File: src/design/meb_pkg.sv
// shared constants and types of the multiplexed external memory bus
// assumes one clk period equals one oscillator period
package meb_pkg;

    // machine cycle: 12 oscillator periods, index 0 = state1_phase1
    localparam logic [3:0] MEB_IDX_LAST = 4'hb;
    // one bus slot: 6 oscillator periods, two slots per machine cycle
    localparam logic [3:0] MEB_SLOT_LEN = 4'h6;

    // positions within a slot (0..5)
    localparam logic [2:0] MEB_POS_ALE_A = 3'h1;
    localparam logic [2:0] MEB_POS_ALE_B = 3'h2;
    localparam logic [2:0] MEB_POS_ADDR_END = 3'h3;
    localparam logic [2:0] MEB_POS_STB_LO = 3'h4;
    localparam logic [2:0] MEB_POS_DSTB_LO = 3'h5;
    localparam logic [2:0] MEB_POS_DSTB_END = 3'h4;

    // reset values
    localparam logic [3:0] MEB_IDX_RST = 4'h0;
    localparam logic [7:0] MEB_BYTE_RST = 8'h00;

    typedef enum logic [1:0] {
        MEB_ST_NORM,
        MEB_ST_MX1,
        MEB_ST_MX2
    } meb_state_t;

    // external data move command from the core
    typedef struct packed {
        logic write;
        logic wide;
        logic [15:0] addr;
        logic [7:0] wdata;
    } meb_xreq_t;

endpackage

File: src/design/meb_phase_gen.sv
// machine cycle phase counter of the external memory bus
// assumes clk is the oscillator; free running from reset
module meb_phase_gen
    import meb_pkg::*;
(
    // clock and reset
    input wire logic clk,
    input wire logic rstn,
    // phase position
    output logic [3:0] idx_ff,
    output logic [3:0] nxt_idx
);

    // fixed sequence, independent of where program memory sits
    assign nxt_idx = (idx_ff == MEB_IDX_LAST) ? MEB_IDX_RST : idx_ff + 4'h1;

    always_ff @(posedge clk or negedge rstn) begin
        if (!rstn) begin
            idx_ff <= MEB_IDX_RST;
        end else begin
            idx_ff <= nxt_idx;
        end
    end

endmodule

File: src/design/meb_bus_ctrl.sv
// multiplexed external memory bus engine: fetch, data read/write
// assumes core signals are on clk; p0_i is an asynchronous pin
module meb_bus_ctrl
    import meb_pkg::*;
(
    // clock and reset
    input wire logic clk,
    input wire logic rstn,
    // program fetch from the core
    input wire logic ext_fetch_en,
    input wire logic [15:0] fetch_addr,
    output logic [7:0] fetch_data,
    output logic fetch_valid,
    // external data move from the core
    input wire logic xm_req,
    input meb_xreq_t xm_cmd,
    output logic xm_busy,
    output logic [7:0] xm_rdata,
    output logic xm_done,
    // port 2 latch content and cycle marker
    input wire logic [7:0] p2_latch,
    output logic mc_start,
    // bus pins
    output logic ale,
    output logic program_store_strobe_n,
    output logic rd_n,
    output logic wr_n,
    output logic [7:0] p0_o,
    output logic p0_oe,
    input wire logic [7:0] p0_i,
    output logic [7:0] p2_o
);

    function automatic logic [2:0] pos_of(input logic [3:0] i);
        pos_of = (i >= MEB_SLOT_LEN) ? 3'(i - MEB_SLOT_LEN) : i[2:0];
    endfunction

    logic [3:0] idx_ff;
    logic [3:0] nxt_idx;
    meb_state_t st_ff;
    meb_state_t nxt_st;
    logic pend_ff;
    meb_xreq_t xr_ff;
    logic dslot_ff;
    logic fslot_ff;
    logic program_store_strobe_n_d_ff;
    logic rd_d_ff;
    logic wr_d_ff;
    logic cap_f_ff;
    logic cap_r_ff;
    logic [7:0] p0_s1_ff;
    logic [7:0] p0_s2_ff;

    // machine cycle timing
    meb_phase_gen u_phase (
        .clk(clk),
        .rstn(rstn),
        .idx_ff(idx_ff),
        .nxt_idx(nxt_idx)
    );

    wire wrap = (idx_ff == MEB_IDX_LAST);
    wire accept = xm_req && !xm_busy;
    wire [2:0] pos = pos_of(nxt_idx);
    wire hi = (nxt_idx >= MEB_SLOT_LEN);
    wire addr_ph = (pos <= MEB_POS_ADDR_END);
    wire ale_pos = (pos == MEB_POS_ALE_A) || (pos == MEB_POS_ALE_B);
    wire first_d = (nxt_st == MEB_ST_MX1) && hi;
    wire second_d = (nxt_st == MEB_ST_MX2) && !hi;

    // data slot: second half of move cycle 1, first half of cycle 2
    wire nxt_dslot = first_d || second_d;
    // fetch slots give way to the data slot
    wire nxt_fslot = ext_fetch_en && !nxt_dslot;
    // latch strobe every slot but the first of move cycle 2
    wire nxt_ale = ale_pos && !second_d;
    // program store strobe low in positions 4,5
    wire nxt_program_store_strobe_n_n = !(nxt_fslot && pos >= MEB_POS_STB_LO);
    // data strobe window, 6 periods, same for memory and i/o
    wire dstb = first_d ? (pos >= MEB_POS_DSTB_LO) :
        (second_d && pos <= MEB_POS_DSTB_END);
    wire nxt_rd_n = !(dstb && !xr_ff.write);
    wire nxt_wr_n = !(dstb && xr_ff.write);
    // port 0: address first, then write data or released
    wire nxt_p0_oe = (nxt_fslot && addr_ph) || (first_d && addr_ph) ||
        (nxt_dslot && xr_ff.write);
    // address held through the latch strobe fall
    wire [7:0] nxt_p0_o = (first_d && addr_ph) ? xr_ff.addr[7:0] :
        nxt_dslot ? xr_ff.wdata : fetch_addr[7:0];
    // port 2: high byte or latch content
    wire [7:0] nxt_p2_o = (nxt_dslot && xr_ff.wide) ? xr_ff.addr[15:8] :
        nxt_fslot ? fetch_addr[15:8] : p2_latch;
    wire nxt_busy = (pend_ff || accept || nxt_st != MEB_ST_NORM) &&
        !(wrap && st_ff == MEB_ST_MX2 && !accept && !pend_ff);
    wire program_store_strobe_n_rise = program_store_strobe_n && !program_store_strobe_n_d_ff;
    wire rd_rise = rd_n && !rd_d_ff;
    wire wr_rise = wr_n && !wr_d_ff;

    always_comb begin
        nxt_st = st_ff;
        if (wrap) begin
            case (st_ff)
                MEB_ST_NORM: nxt_st = (pend_ff || accept) ? MEB_ST_MX1 : MEB_ST_NORM;
                MEB_ST_MX1: nxt_st = MEB_ST_MX2;
                MEB_ST_MX2: nxt_st = MEB_ST_NORM;
                default: nxt_st = MEB_ST_NORM;
            endcase
        end
    end

    always_ff @(posedge clk or negedge rstn) begin
        if (!rstn) begin
            st_ff <= MEB_ST_NORM;
            pend_ff <= 1'b0;
            xr_ff <= '0;
        end else begin
            st_ff <= nxt_st;
            pend_ff <= (pend_ff || accept) && !(wrap && st_ff == MEB_ST_NORM);
            if (accept) begin
                xr_ff <= xm_cmd;
            end
        end
    end

    always_ff @(posedge clk or negedge rstn) begin
        if (!rstn) begin
            ale <= 1'b0;
            program_store_strobe_n <= 1'b1;
            rd_n <= 1'b1;
            wr_n <= 1'b1;
            p0_o <= MEB_BYTE_RST;
            p0_oe <= 1'b0;
            p2_o <= MEB_BYTE_RST;
            dslot_ff <= 1'b0;
            fslot_ff <= 1'b0;
            mc_start <= 1'b0;
            xm_busy <= 1'b0;
        end else begin
            ale <= nxt_ale;
            program_store_strobe_n <= nxt_program_store_strobe_n_n;
            rd_n <= nxt_rd_n;
            wr_n <= nxt_wr_n;
            p0_o <= nxt_p0_o;
            p0_oe <= nxt_p0_oe;
            p2_o <= nxt_p2_o;
            dslot_ff <= nxt_dslot;
            fslot_ff <= nxt_fslot;
            mc_start <= (nxt_idx == MEB_IDX_RST);
            xm_busy <= nxt_busy;
        end
    end

    // pin synchroniser; capture the byte present at the strobe rise
    always_ff @(posedge clk or negedge rstn) begin
        if (!rstn) begin
            p0_s1_ff <= MEB_BYTE_RST;
            p0_s2_ff <= MEB_BYTE_RST;
            program_store_strobe_n_d_ff <= 1'b1;
            rd_d_ff <= 1'b1;
            wr_d_ff <= 1'b1;
            cap_f_ff <= 1'b0;
            cap_r_ff <= 1'b0;
            fetch_data <= MEB_BYTE_RST;
            fetch_valid <= 1'b0;
            xm_rdata <= MEB_BYTE_RST;
            xm_done <= 1'b0;
        end else begin
            p0_s1_ff <= p0_i;
            p0_s2_ff <= p0_s1_ff;
            program_store_strobe_n_d_ff <= program_store_strobe_n;
            rd_d_ff <= rd_n;
            wr_d_ff <= wr_n;
            cap_f_ff <= program_store_strobe_n_rise;
            cap_r_ff <= rd_rise;
            fetch_valid <= cap_f_ff;
            if (cap_f_ff) begin
                fetch_data <= p0_s2_ff;
            end
            if (cap_r_ff) begin
                xm_rdata <= p0_s2_ff;
            end
            xm_done <= cap_r_ff || wr_rise;
        end
    end
endmodule

File: config.mk
export PLATFORM = sky130hd
export DESIGN_NAME = meb_bus_ctrl
export DESIGN_NICKNAME = d
export VERILOG_FILES = /design/src/design/meb_pkg.sv /design/src/design/meb_phase_gen.sv /design/src/design/meb_bus_ctrl.sv
export SDC_FILE = /design/constraint.sdc
export NUM_CORES = 1
export LEC_CHECK = 0
export BUFFER_PORTS_ARGS = -buffer_cell sky130_fd_sc_hd__buf_2
export CAP_MARGIN = 10
export CELL_PAD_IN_SITES_DETAIL_PLACEMENT = 0
export CELL_PAD_IN_SITES_GLOBAL_PLACEMENT = 1
export CORE_UTILIZATION = 41
export CTS_CLUSTER_DIAMETER = 40
export DETAILED_ROUTE_END_ITERATION = 8
export GPL_TIMING_DRIVEN = 0
export PLACE_DENSITY = 0.9
export RECOVER_POWER = 50
export SYNTH_ARGS = -nofsm -noshare
export SYNTH_HDL_FRONTEND = slang
export SYNTH_HIERARCHICAL = 1
export SYNTH_SLANG_ARGS = --single-unit
File: constraint.sdc
create_clock -name clk -period 2.75 [get_ports clk]
set_input_delay 0.55 -clock clk [delete_from_list [all_inputs] [get_ports clk]]
set_output_delay 0.55 -clock clk [all_outputs]
set_load 0.02 [all_outputs]
After elaboration in Yosys (flattened, before gate mapping)
Cells that the tools add are included.
{"block": "word_totals", "in_bits": 62, "ff_bits": 95, "elab_cells": 98, "output_inout_bits": 41}
{"block": "op_classes", "add_sub_neg": 2, "n_reduce_logical": 47, "eq_ne": 7, "n_mux": 10, "n_lt_le_gt_ge": 5}
{"op": "$mux W8", "count": 4}
{"op": "$logic_and A1 B1 Y1", "count": 22}
{"op": "$logic_not A1 Y1", "count": 15}
{"op": "$logic_or A1 B1 Y1", "count": 7}
{"op": "$ge A3 B3 Y1 const B", "count": 2}
{"op": "$add A4 B1 Y4 const B", "count": 1}
{"op": "$eq A2 B1 Y1 const B", "count": 2}
{"op": "$eq A2 B2 Y1 const B", "count": 2}
{"op": "$eq A4 B4 Y1 const B", "count": 1}
{"op": "$ge A4 B3 Y1 const B", "count": 1}
{"op": "$logic_not A4 Y1", "count": 1}
{"op": "$mux W4", "count": 1}
{"op": "$pmux W2 S2", "count": 1}
{"op": "$eq A3 B1 Y1 const B", "count": 1}
{"op": "$eq A3 B2 Y1 const B", "count": 1}
{"op": "$le A3 B2 Y1 const B", "count": 1}
{"op": "$le A3 B3 Y1 const B", "count": 1}
{"op": "$mux W3", "count": 1}
{"op": "$sub A3 B3 Y3 const B", "count": 1}
{"op": "$logic_not A2 Y1", "count": 1}
{"op": "$mux W1", "count": 2}
{"op": "$mux W2", "count": 1}
{"op": "$reduce_bool A2 Y1", "count": 1}

Longest topological paths before layout
Gate-level depths: netlist (run 1).
{"block": "logic_depth", "depth_word": 14, "depth_mapped": 11, "ltp_nobuf": 9}

By module
The synthesis (run 1) kept the hierarchy.
{"mod": "meb_bus_ctrl", "cells_each": 282, "area_per_inst_um2": 3687.3, "seq_area_each_um2": 2284.7, "n_inst": 1}
{"mod": "meb_phase_gen", "cells_each": 13, "area_per_inst_um2": 155.1, "seq_area_each_um2": 100.1, "n_inst": 1}

Worst setup path after synthesis (run 1)
No wires, ideal clock.
{"block": "synth_timing", "path_type": "reg2reg", "start": "register u_phase.idx_ff[0]", "end": "register p0_o[0]", "arrival_ns": 2.241, "stages_incl_launch_ff": 11, "period_less_slack_ns": 2.368, "setup_ns": 0.126, "path_buffers": 1, "required_time_ns": 2.624, "path_slack_ns": 0.382, "cell_sequence": "dfrtp_1 > ha_1 > nand2b_1 > nand3_1 > o21ai_0 > buf_2 > a21o_2 > o21ai_1 > nor4_4 > nor2_1 > a221o_1"}
{"block": "synth_between", "elab_chain_cells": 8, "word_cells_on_any_way": 17, "cone_classes": "2 x add/sub; 2 x order compare; 3 x eq/ne; 5 x mux; 5 x reduce/logical"}
{"item": "start: declaration", "line_no": "meb_phase_gen.sv:10", "rtl": "output logic [3:0] idx_ff,"}
{"item": "start signal: assignment", "line_no": "meb_phase_gen.sv:21", "rtl": "idx_ff <= nxt_idx;"}
{"item": "$add A4 B1 Y4 / $eq A4 B4 Y1 (equally long branches)", "line_no": "meb_phase_gen.sv:15", "rtl": "assign nxt_idx = (idx_ff == MEB_IDX_LAST) ? MEB_IDX_RST : idx_ff + 4'h1;"}
{"item": "$mux W4 (*)", "line_no": "meb_phase_gen.sv:15"}
{"item": "named net nxt_idx[3]", "line_no": "meb_bus_ctrl.sv:39", "rtl": "logic [3:0] nxt_idx;"}
{"item": "$ge A4 B3 Y1 (*)", "line_no": "meb_bus_ctrl.sv:35, meb_bus_ctrl.sv:65"}
{"item": "branches (longest 4 deep; another with $le A3 B2 Y1)"}
{"item": "$mux W8 (*)", "line_no": "meb_bus_ctrl.sv:88", "rtl": "wire [7:0] nxt_p0_o = (first_d && addr_ph) ? xr_ff.addr[7:0] :"}
{"item": "named net nxt_p0_o[0]", "line_no": "meb_bus_ctrl.sv:88"}
{"item": "end signal: assignment", "line_no": "meb_bus_ctrl.sv:143", "rtl": "p0_o <= nxt_p0_o;"}
{"item": "end: declaration", "line_no": "meb_bus_ctrl.sv:28", "rtl": "output logic [7:0] p0_o,"}
Mark *: on every way through the listed nets, which the timed path passes.
A chain may end at the register's enable or synchronous reset.

Worst setup path in the final report (run 1)
{"block": "layout_timing", "start": "register u_phase.idx_ff[0]", "end": "register p2_o[2]"}
{"block": "layout_between", "elab_chain_cells": 10, "word_cells_on_any_way": 16, "cone_classes": "1 x add/sub; 1 x order compare; 3 x eq/ne; 4 x mux; 7 x reduce/logical"}
{"item": "$add A4 B1 Y4 / $eq A4 B4 Y1 (equally long branches)", "line_no": "meb_phase_gen.sv:15"}
{"item": "$mux W4 (*)", "line_no": "meb_phase_gen.sv:15"}
{"item": "named net nxt_idx[2]", "line_no": "meb_bus_ctrl.sv:39"}
{"item": "$ge A4 B3 Y1 (*)", "line_no": "meb_bus_ctrl.sv:65", "rtl": "wire hi = (nxt_idx >= MEB_SLOT_LEN);"}
{"item": "$logic_not A1 Y1", "line_no": "meb_bus_ctrl.sv:69", "rtl": "wire second_d = (nxt_st == MEB_ST_MX2) && !hi;"}
{"item": "$logic_and A1 B1 Y1", "line_no": "meb_bus_ctrl.sv:69"}
{"item": "$logic_or A1 B1 Y1 (*)", "line_no": "meb_bus_ctrl.sv:72", "rtl": "wire nxt_dslot = first_d || second_d;"}
{"item": "$logic_not A1 Y1", "line_no": "meb_bus_ctrl.sv:74", "rtl": "wire nxt_fslot = ext_fetch_en && !nxt_dslot;"}
{"item": "$logic_and A1 B1 Y1", "line_no": "meb_bus_ctrl.sv:74"}
{"item": "$mux W8", "line_no": "meb_bus_ctrl.sv:92", "rtl": "nxt_fslot ? fetch_addr[15:8] : p2_latch;"}
{"item": "$mux W8 (*)", "line_no": "meb_bus_ctrl.sv:91", "rtl": "wire [7:0] nxt_p2_o = (nxt_dslot && xr_ff.wide) ? xr_ff.addr[15:8] :"}
{"item": "named net nxt_p2_o[2]", "line_no": "meb_bus_ctrl.sv:91"}
{"item": "end signal: assignment", "line_no": "meb_bus_ctrl.sv:145", "rtl": "p2_o <= nxt_p2_o;"}
{"item": "end: declaration", "line_no": "meb_bus_ctrl.sv:31", "rtl": "output logic [7:0] p2_o"}
Mark *: on every way through the listed nets, which the timed path passes. The rest lies on a longest branch.

==> key figures, run 1 <==
Run status
  – Outcome: finished clean

GRT
  – Gr ovfl total: 0
  – Largest net degree at the start of global routing: 51
  – First-pass GRT wire length: 13400 microns
  – Initial antenna violation count: 0
  – Vias in the first global route: 2812
  – All-layer global routing usage: 17.6%

Route
  – Routed WL: 8150 microns
  – Vias: 2792
  – ANT nets after route: 0
  – Routed len/inst: 15.5 microns
  – Vias per cell: 5.32
  – First-iteration detailed-routing DRC count: 102
  – Initial DRT Pass Iterations: 4
  – DRC Markers: 0

Worst setup path
  – Worst path top cell family by delay: compound AO/OA/AOI/OAI gates
  – R2R depth: 10
  – Critical path fanouts, max: 10
  – CP Capture Type: flop
  – Worst setup SP type: flop
  – WP data required: 3000 ps
  – Worst Path Buf+Inv: 2
  – Reg2reg start: u_phase/idx_ff[0]
  – Slowest CP cell: or4_4
  – Worst Path Arrival: 2830 ps
  – Crit path largest cell delay: 460 ps
  – Cell count along the critical path: 10
  – Worst setup path class: reg -> reg
  – Worst reg-to-reg setup slack: 160 ps
  – Reg2Reg Capture Point: p2_o[2]
  – Critical-path cell list: ha_1 > nand2b_1 > o21ai_1 > buf_2 > a21o_2 > o21ai_1 > or4_4 > buf_2 > a211oi_1 > a211oi_1

Cells and area
  – P&R area growth vs syn: 23.1%
  – Filler cells: 793
  – Share of post-route cells with drive strength above 1: 43.4%
  – Number of diodes: 0
  – Post-route cell area: 4730 sq um
  – Post-layout nets: 475

Timing
  – Clock skew: 11.3 ps
  – Tcrit/Tclk final: 94.1%
  – Final setup TNS: 0 ps
  – Relative slew margins: 22.4%
  – Slew Viols, Final: 0
  – Final worst path period need: 2590 ps
  – Slew @ Worst Pin: 1160 ps
  – Setup ws final: 162 ps
  – Peak Freq: 386 MHz
  – Final Hold Viols: 0
  – RSZ-0062 raised after global routing: false
  – Setup violators final: 0

Logic synthesis
  – Asr flop ratio synth: 100%
  – Post-synthesis adder-cell area fraction: 0.326%
  – Seq cells post-synth: 95
  – Post-synthesis mux area share: 9.93%
  – Yosys warning count: 6
  – Post-synthesis sequential area ratio: 62.1%
  – Mapped Nets: 358
  – Synth Area in Simple Gates: 9.90%
  – Syn_area_per_cell: 13.0 sq um
  – Ys flop type: dfrtp_1
  – Mapped Area: 3840 sq um
  – Unique masters post-synth: 49
  – Number of synthesized flops with an enable pin: 0
  – Main combinational cell family by area after synthesis: compound AO/OA/AOI/OAI gates
  – Compound-cell area share of the yosys netlist: 13.8%
  – Post-Synthesis Cells: 295
  – Synth Area in XOR/XNOR: 0.228%

CTS
  – # hold bufs at CTS: 0
  – Root Driver: clkbuf_8
  – H-tree levels: 3
  – Worst skew pair latency: 360 ps
  – CTS Sinks: 95
  – Worst-path clk slew: 100 ps
  – Total CTS buffers: 9
  – CTS max path bufs: 2
  – CTS tree: done

Floorplan
  – Initial Util: 43.2%
  – Die area: 9760 sq um
  – Die width: 98.8 microns
  – Core Rows: 34
  – Core Region: 8890 sq um
  – DIE HEIGHT: 98.8 microns
  – I/O pins: 103

Placement
  – Post-DP HPWL: 5770 microns
  – Setup WS pre-CTS: -130 ps
  – IO Port Bufs: 102
  – Gpl congestion: 0.804
  – Post-DP Area: 4520 sq um

Min path
  – Hold WC Path Type: in -> reg
  – HP Start: p0_i[4]
  – Hold endpoint: p0_s1_ff[4]
  – Hold depth: 1

Power
  – VDD IR max: 0.533 mV
  – Leak pwr: 0.00214 uW
  – Pwr per Cell Area: 798 nW/um^2

Flow run
  – Max-cap viol count: 0
## metal layers
layer | routed length (microns) | vias to the layer above | GRT usage [%]
met1 | 3590 | 1365 | 23.1
met2 | 3850 | 105 | 27.9
met3 | 577 | 17 | 5.46
met4 | 131 | 0 | 5.63
met5 | 0 | - | 0
li1 | - | 1305 | -
## cell usage after synthesis, types with 2 or more instances
| library cell | instances | area [sq um] |
|---|---|---|
| nor3_1 | 8 | 40.0 |
| dfrtp_1 | 89 | 2230 |
| nand3_1 | 6 | 30.0 |
| o21ai_1 | 2 | 10.0 |
| a211oi_1 | 16 | 120 |
| inv_1 | 12 | 45.0 |
| nand3b_1 | 3 | 22.5 |
| a21o_1 | 2 | 15.0 |
| a21oi_1 | 5 | 25.0 |
| clkbuf_1 | 5 | 18.8 |
| buf_2 | 5 | 25.0 |
| nand2_1 | 15 | 56.3 |
| o211ai_1 | 2 | 15.0 |
| nand2b_1 | 4 | 25.0 |
| buf_4 | 2 | 15.0 |
| buf_6 | 3 | 33.8 |
| o21ai_0 | 17 | 85.1 |
| a221o_1 | 8 | 80.1 |
| mux2_2 | 33 | 372 |
| nor4_1 | 9 | 56.3 |
| nor2_1 | 12 | 45.0 |
| nor2b_1 | 5 | 31.3 |
| dfstp_2 | 6 | 158 |
## flip-flops by register name, indices dropped and copies added (netlist names), 2 cells and up
register and cells:
p0_s2_ff 8, u_phase/idx_ff 4, p2_o 8, fetch_data 8
p0_o 8, st_ff 2, xm_rdata 8, xr_ff 26
p0_s1_ff 8
## cell families (layout without fill, tap and decap cells)
family                   after synthesis  in the layout
flip-flops                            95             95
multiplexers                          34             34
adder cells (fa/ha/maj)                1              1
AO/OA/AOI/OAI                         66             66
XOR/XNOR                               1              1
buffers and inverters                 29            151
AND/OR/NAND/NOR                       69             69
## worst max path at each step
stage | slack (ps) | endpoint | startpoint
6_report | 160 | p2_o[2] | u_phase/idx_ff[0]
5_1_grt | 4 | p2_o[3] | u_phase/idx_ff[0]
4_1_cts | 70 | p2_o[7] | u_phase/idx_ff[0]
3_5_place_dp | -130 | p0_o[6] | u_phase/idx_ff[0]
3_3_place_gp | -60 | p0_o[1] | u_phase/idx_ff[0]
2_1_floorplan | 380 | p0_o[0] | u_phase/idx_ff[0]
## layout make-up
type	count	area [sq um]	share of cell area [%]
inverters	13	48.8	1.03
repair buffers	106	538	11.4
clock buffers	9	124	2.62
well taps	108	135	2.86
plain buffers	16	98.8	2.09
multi-input cells	171	1330	28.1
clock inverters	7	73.8	1.56
flip-flops and latches	95	2380	50.4
## timing repair
item                       4_1_cts  5_1_grt
resized for setup                0        5
buffers inserted                 1        2
pin swaps                        1        0
setup endpoints to repair        8       17
gates cloned                     0        0
## power by group
group          internal (uW)  switching [uW]  leakage (uW)
registers               1750             149       0.00112
clock network            360             531      0.000101
logic                    422             561      0.000913
total                   2530            1240       0.00214
## placed cells by master, fill, tap and decap left out, drive strengths merged
cell type	synthesis	layout
nor4	10	10
ha	1	1
a21oi	6	6
o31ai	1	1
nand4	1	1
nand3	7	7
nand3b	3	3
a211oi	16	16
and4b	1	1
inv	12	17
o21ai	20	20
nor3	8	8
o311ai	1	1
nand2b	4	4
clkinv	1	3
a21o	3	3
dfstp	6	6
o32ai	1	1
nand2	15	15
a31oi	1	1
buf	11	115
mux2	33	33
or2	1	1
o21bai	1	1
nor2b	5	5
a21boi	1	1
nand4b	1	1
a221o	8	8
o22ai	1	1
o21a	2	2
nor2	12	12
or4	1	1
o211ai	3	3
xnor2	1	1
clkbuf	5	16
dfrtp	89	89
a2111o	1	1
mux2i	1	1
## through the flow
step | cells | hold slack [ps] | power, uW | utilization [%]
final | 525 | 289 | 3780 | 53.2
after global routing | 525 | 264 | 3990 | 53.2
after CTS | 523 | 202 | 3830 | 53.1
after detailed placement | 506 | 336 | 2930 | 50.8
after global placement | 505 | 333 | 2890 | 50.5
after floorplan | 295 | 254 | 2560 | -
(Power assumes the default switching activity.)
==> run 2, diff against run 1 <==
- BUFFER_PORTS_ARGS: -buffer_cell sky130_fd_sc_hd__buf_2 -> -buffer_cell sky130_fd_sc_hd__buf_4
==> key figures, run 2 (synthesized netlist as in run 1, its figures left out) <==
CTS
  – # hold bufs at CTS: 0 (unchanged)
  – Worst skew pair latency: 370 ps (about the same)
  – Total CTS buffers: 9 (unchanged)
  – CTS max path bufs: 2 (unchanged)
  – Worst-path clk slew: 110 ps (about the same)
  – Root Driver: clkbuf_8
  – H-tree levels: 3 (unchanged)
  – CTS tree: done
  – CTS Sinks: 95 (unchanged)

Placement
  – Gpl congestion: 0.846 (+5.2%)
  – Post-DP Area: 4740 sq um (+5.0%)
  – Post-DP HPWL: 5910 microns (+2.4%)
  – IO Port Bufs: 102 (unchanged)

Timing
  – Slew Viols, Final: 0 (unchanged)
  – Final Hold Viols: 0 (unchanged)
  – Setup violators final: 0 (unchanged)
  – Slew @ Worst Pin: 1140 ps (-18.6 ps)
  – Tcrit/Tclk final: 95.3% (+1.1 points)
  – Peak Freq: 382 MHz (-1.2%)
  – Worst Hold Slack: 305 ps (+16.4 ps)
  – Relative slew margins: 23.7% (+1.2 points)
  – Clock skew: 27.6 ps (+16.3 ps)
  – Final worst path period need: 2620 ps (+31.0 ps)

Floorplan
  – Core Region: 8890 sq um (unchanged)
  – Die width: 98.8 microns (unchanged)
  – Core Rows: 34 (unchanged)
  – Initial Util: 43.2% (unchanged)
  – Die area: 9760 sq um (unchanged)
  – DIE HEIGHT: 98.8 microns (unchanged)
  – I/O pins: 103 (unchanged)

GRT
  – Largest net degree at the start of global routing: 96 (+88%)
  – Gr ovfl total: 0 (unchanged)
  – Vias in the first global route: 2765 (-1.7%)
  – Initial antenna violation count: 0 (unchanged)
  – First-pass GRT wire length: 13600 microns (+1.6%)
  – All-layer global routing usage: 17.9% (+0.35 points)

Min path
  – Hold WC Path Type: in -> reg

Power
  – Sw Ratio: 32.5% (-0.39 points)
  – Power share of the clock group: 23.3% (-0.3 points)
  – Flop pwr share: 48.8% (-1.6 points)
  – VDD IR max: 0.363 mV (-32%)
  – Logic pwr share: 27.9% (+1.9 points)
  – Psw: 1270 uW (+2.6%)
  – Pwr per Cell Area: 788 nW/um^2 (-1.3%)
  – Leak pwr: 0.00222 uW (+3.8%)
  – Internal power: 2650 uW (+4.4%)
  – Pwr Total: 3920 uW (+3.8%)

Cells and area
  – Post-route cell area: 4980 sq um (+5.2%)
  – Share of post-route cells with drive strength above 1: 43.3% (-0.14 points)
  – Number of diodes: 0 (unchanged)
  – Top reg by flops: xr_ff
  – P&R area growth vs syn: 29.6%
  – Commonest non-fill, non-tap cells in the layout: buf_4, dfrtp_1, mux2_2
  – Post-layout nets: 474 (-0.21%)
  – Largest register FFs: 26 (unchanged)
  – Commonest non-fill, non-tap cell in the layout: buf_4

Worst setup path
  – Worst setup path class: reg -> reg
  – CP Capture Type: flop
  – Worst Path Arrival: 2860 ps (+30 ps)
  – Critical path fanouts, max: 10 (unchanged)
  – Worst setup SP type: flop
  – Critical-path cell list: ha_1 > nand2b_1 > o21ai_1 > clkbuf_4 > a21o_2 > o21ai_1 > or4_4 > buf_2 > a211oi_2 > a211oi_1
  – Most used cell, CP: o21ai_1
  – WP data required: 2990 ps (about the same)
  – Slowest CP cell: or4_4
  – Crit path largest cell delay: 460 ps (about the same)

Route
  – Initial DRT Pass Iterations: 5 (+1)
  – Routed len/inst: 16.0 microns (+3.1%)
  – Routed WL: 8390 microns (+2.9%)
  – ANT nets after route: 0 (unchanged)
  – DRC Markers: 0 (unchanged)
  – Vias: 2735 (-2.0%)
  – Vias per cell: 5.22 (-1.9%)
  – First-iteration detailed-routing DRC count: 75 (-26%)

Run status
  – Outcome: finished clean

Flow run
  – Max-cap viol count: 0 (unchanged)
[run 2: cell type report]
type                    instances  area, sq um
flip-flops and latches         95         2380
multi-input cells             171         1320
repair buffers                105          783
fillers                       761         3910
clock inverters                 7         81.3
inverters                      13         48.8
clock buffers                   9          124
plain buffers                  16          101
well taps                     108          135
[run 2: timing repair]
| item | 4_1_cts | 5_1_grt |
|---|---|---|
| pin swaps | 1 | 0 |
| setup endpoints to repair | 8 | 17 |
| setup buffers | 1 | 1 |
| gates resized for setup | 0 | 5 |
[run 2: through the flow]
| step | util (%) | worst slack, ps | setup TNS (ps) | instances |
|---|---|---|---|---|
| floorplan | - | 382 | 0 | 295 |
| global placement | 53.3 | -76.1 | -565 | 505 |
| detailed placement | 53.3 | -171 | -1290 | 505 |
| CTS | 55.7 | 72.1 | 0 | 522 |
| global route | 56.0 | -16.6 | -32.2 | 524 |
| finish | 56.0 | 131 | 0 | 524 |
[run 2: routing by layer]
layer | routed length, microns | up-vias | global-route usage [%] | share of wire (%)
li1 | - | 1297 | - | -
met1 | 3740 | 1342 | 23.6 | 45
met2 | 4080 | 92 | 28.7 | 49
met3 | 527 | 4 | 5.25 | 6.3
met4 | 41 | 0 | 5.63 | 0.49
met5 | 0 | - | 0 | 0
[run 2: power groups by stage]
stage / clock network (uW) / logic [uW] / registers (uW)
floorplan: 0 / 453 / 2100
finish: 913 / 1090 / 1910
global placement: 0 / 1070 / 1930
global route: 998 / 1180 / 1950
CTS: 940 / 1100 / 1920
detailed placement: 0 / 1100 / 1950
[run 2: worst max-delay path, delay by kind of cell, from the launching register on]
family | cells | cell delay [ps]
AO/OA/AOI/OAI | 5 | 780
AND/OR/NAND/NOR | 2 | 600
buffers and inverters | 2 | 460
flip-flops | 1 | 430
adder cells (fa/ha/maj) | 1 | 240
[run 2: final timing paths]
kind | to | slack, ps | depth (start not counted) | startpoint
max reg2reg | p2_o[2] | 130 | 10 | u_phase/idx_ff[0]
min reg2reg | p0_s2_ff[0] | 360 | 0 | p0_s1_ff[0]
max | p2_o[2] | 130 | 10 | u_phase/idx_ff[0]
min | p0_s1_ff[7] | 310 | 1 | p0_i[7]
max in group asynchronous | fetch_data[2] | 650 | 2 | rstn
min in group asynchronous | xr_ff[25] | 400 | 1 | rstn
==> run 3, diff against run 2 <==
- CORE_UTILIZATION: 41 -> 42
- PLACE_DENSITY: 0.9 -> 0.91
- SYNTH_HIERARCHICAL: 1 -> unset
==> key figures, run 3 <==
Floorplan
  – I/O pins: 103 (unchanged)
  – Core Rows: 34 (unchanged)
  – Core Region: 8680 sq um (-2.4%)
  – Initial Util: 43.3% (+0.093 points)
  – Die width: 96.6 microns (-2.2%)
  – Die area: 9330 sq um (-4.4%)
  – DIE HEIGHT: 96.6 microns (-2.2%)

Timing
  – Peak Freq: 386 MHz (+1.1%)
  – Final setup TNS: 0 ps (unchanged)
  – Slew @ Worst Pin: 1170 ps (+24.8 ps)
  – Slew Viols, Final: 0 (unchanged)
  – Final Hold Viols: 0 (unchanged)
  – Clock skew: 12.3 ps (-15.4 ps)
  – Final worst path period need: 2590 ps (-29.1 ps)
  – Relative slew margins: 22.0% (-1.7 points)
  – Setup ws final: 160 ps (+29.1 ps)
  – RSZ-0062 raised after global routing: false
  – Tcrit/Tclk final: 94.2% (-1.1 points)
  – Setup violators final: 0 (unchanged)

CTS
  – CTS tree: done
  – # hold bufs at CTS: 0 (unchanged)
  – Worst-path clk slew: 90 ps (-20 ps)
  – # Post-CTS Setup Buffers: 0 (-1)
  – CTS resizes: 0 (unchanged)
  – Root Driver: clkbuf_8
  – Worst skew pair latency: 340 ps (-30 ps)
  – Total CTS buffers: 9 (unchanged)
  – H-tree levels: 3 (unchanged)
  – CTS Sinks: 95 (unchanged)
  – CTS max path bufs: 2 (unchanged)

Route
  – Routed len/inst: 15.7 microns (-2.0%)
  – ANT nets after route: 0 (unchanged)
  – Vias per cell: 5.07 (-2.8%)
  – First-iteration detailed-routing DRC count: 63 (-16%)
  – Routed WL: 7640 microns (-8.9%)
  – DRC Markers: 0 (unchanged)
  – Vias: 2470 (-9.7%)
  – Initial DRT Pass Iterations: 4 (-1)

GRT
  – First-pass GRT wire length: 13000 microns (-4.6%)
  – Gr ovfl total: 0 (unchanged)
  – All-layer global routing usage: 17.4% (-0.58 points)
  – Initial antenna violation count: 0 (unchanged)
  – Vias in the first global route: 2579 (-6.7%)
  – Largest net degree at the start of global routing: 96 (unchanged)

Worst setup path
  – Slowest CP cell: ha_1
  – Worst setup SP type: flop
  – Crit path largest cell delay: 490 ps (+30 ps)
  – Reg2Reg Capture Point: p0_o[0]
  – R2R depth: 8 (-2)
  – Worst Path Buf+Inv: 2 (unchanged)
  – Worst Path Arrival: 2810 ps (-50 ps)
  – CP Capture Type: flop
  – Critical path fanouts, max: 10 (unchanged)
  – WP data required: 2970 ps (-20 ps)
  – Worst reg-to-reg setup slack: 160 ps (+30 ps)
  – Worst setup path class: reg -> reg
  – Worst path top cell family by delay: compound AO/OA/AOI/OAI gates
  – Most used cell, CP: buf_6
  – Critical-path cell list: ha_1 > nand2b_1 > a32oi_1 > mux2_4 > buf_6 > buf_6 > and2_0 > a221o_1
  – Reg2reg start: u_phase.idx_ff[0]

Cells and area
  – Number of diodes: 0 (unchanged)
  – Top reg by flops: xr_ff
  – Commonest non-fill, non-tap cell in the layout: buf_4
  – P&R area growth vs syn: 28.7%
  – Commonest non-fill, non-tap cells in the layout: buf_4, dfrtp_1, mux2_2
  – Post-layout nets: 438 (-7.6%)
  – Largest register FFs: 26 (unchanged)
  – Share of post-route cells with drive strength above 1: 47.5% (+4.2 points)

Logic synthesis
  – Most common library cells after synthesis: dfrtp_1, mux2_2, a221o_1
  – Ys flop type: dfrtp_1
  – Mapped Area: 3760 sq um (-2.2%)
  – Number of synthesized flops with an enable pin: 0 (unchanged)
  – Seq cells post-synth: 95 (unchanged)
  – Syn_area_per_cell: 14.5 sq um (+11%)
  – Post-synthesis sequential area ratio: 63.4% (+1.4 points)
  – Synth area leaders: dfrtp_1, mux2_2, a221o_1, dfstp_2, and3_1
  – Area leader, netlist: dfrtp_1
  – Asr flop ratio synth: 100% (unchanged)
  – Post-Synthesis Cells: 260 (-12%)
  – Unique masters post-synth: 47 (-4.1%)
  – Most common cell in the netlist: dfrtp_1
  – Mapped Nets: 324 (-9.5%)
  – Yosys warning count: 0 (-6)
  – Area share of the largest cell type after synthesis: 59.3% (+1.3 points)

Min path
  – Hold depth: 1 (unchanged)
  – Hold endpoint: p0_s1_ff[3]
  – Hold WC Path Type: in -> reg
  – HP Start: p0_i[3]

Placement
  – IO Port Bufs: 102 (unchanged)
  – Setup WS pre-CTS: 200 ps (+371 ps)
  – Post-DP HPWL: 5390 microns (-8.9%)
  – Gpl congestion: 0.800 (-5.4%)

Power
  – Leak pwr: 0.00225 uW (+1.7%)
  – Pwr per Cell Area: 792 nW/um^2 (+0.59%)
  – VDD IR max: 0.339 mV (-6.8%)

Run status
  – Outcome: finished clean

Flow run
  – Max-cap viol count: 0 (unchanged)
-- run 3: cell families after synthesis --
family,count (synthesis),synth area share [%]
xor gates and xnor gates,1,0.233
adders and majority gates,2,0.666
muxes,46,13.9
and+or+nand+nor,60,9.85
AOI/OAI and AO/OA,37,8.89
DFF,95,63.4
buffers and inverters,19,3.03
-- run 3: worst max path at each step --
stage | start | end | slack (ps) | cells past startpoint
2_1_floorplan | u_phase.idx_ff[0] | p0_o[0] | 520 | 8
3_3_place_gp | u_phase.idx_ff[0] | p0_o[1] | 240 | 8
3_5_place_dp | u_phase.idx_ff[0] | p0_o[0] | 200 | 8
4_1_cts | u_phase.idx_ff[0] | p0_o[0] | 180 | 8
5_1_grt | u_phase.idx_ff[0] | p0_o[0] | 50 | 7
6_report | u_phase.idx_ff[0] | p0_o[0] | 160 | 8
-- run 3: cell type report --
type / instances / area [sq um]
plain buffers: 13 / 91.3
clock buffers: 10 / 128
clock inverters: 6 / 45.0
fillers: 742 / 3840
inverters: 6 / 22.5
multi-input cells: 146 / 1260
flip-flops and latches: 95 / 2380
well taps: 108 / 135
repair buffers: 103 / 769
-- run 3: power by group --
group          internal, uW  total, uW  switching, uW
sequential             1760       1930            163
combinational           580       1100            515
clock                   332        810            478
total                  2680       3830           1160
-- run 3: per-stage QoR --
| step | cells | util (%) | power [uW] | hold slack, ps | area (sq um) |
|---|---|---|---|---|---|
| after floorplan | 260 | - | 2580 | 254 | 3760 |
| after global placement | 470 | 53.7 | 3020 | 332 | 4660 |
| after detailed placement | 470 | 53.7 | 3060 | 337 | 4660 |
| after CTS | 486 | 55.7 | 3870 | 297 | 4830 |
| after global routing | 487 | 55.7 | 4050 | 312 | 4840 |
| final | 487 | 55.7 | 3830 | 333 | 4840 |
-- run 3: metal layers --
metal,wire length (microns),vias to the layer above,track usage [%]
met5,0,-,0
met1,3540,1227,23.4
met4,87,0,4.48
met3,324,8,3.54
li1,-,1163,-
met2,3680,72,28.7
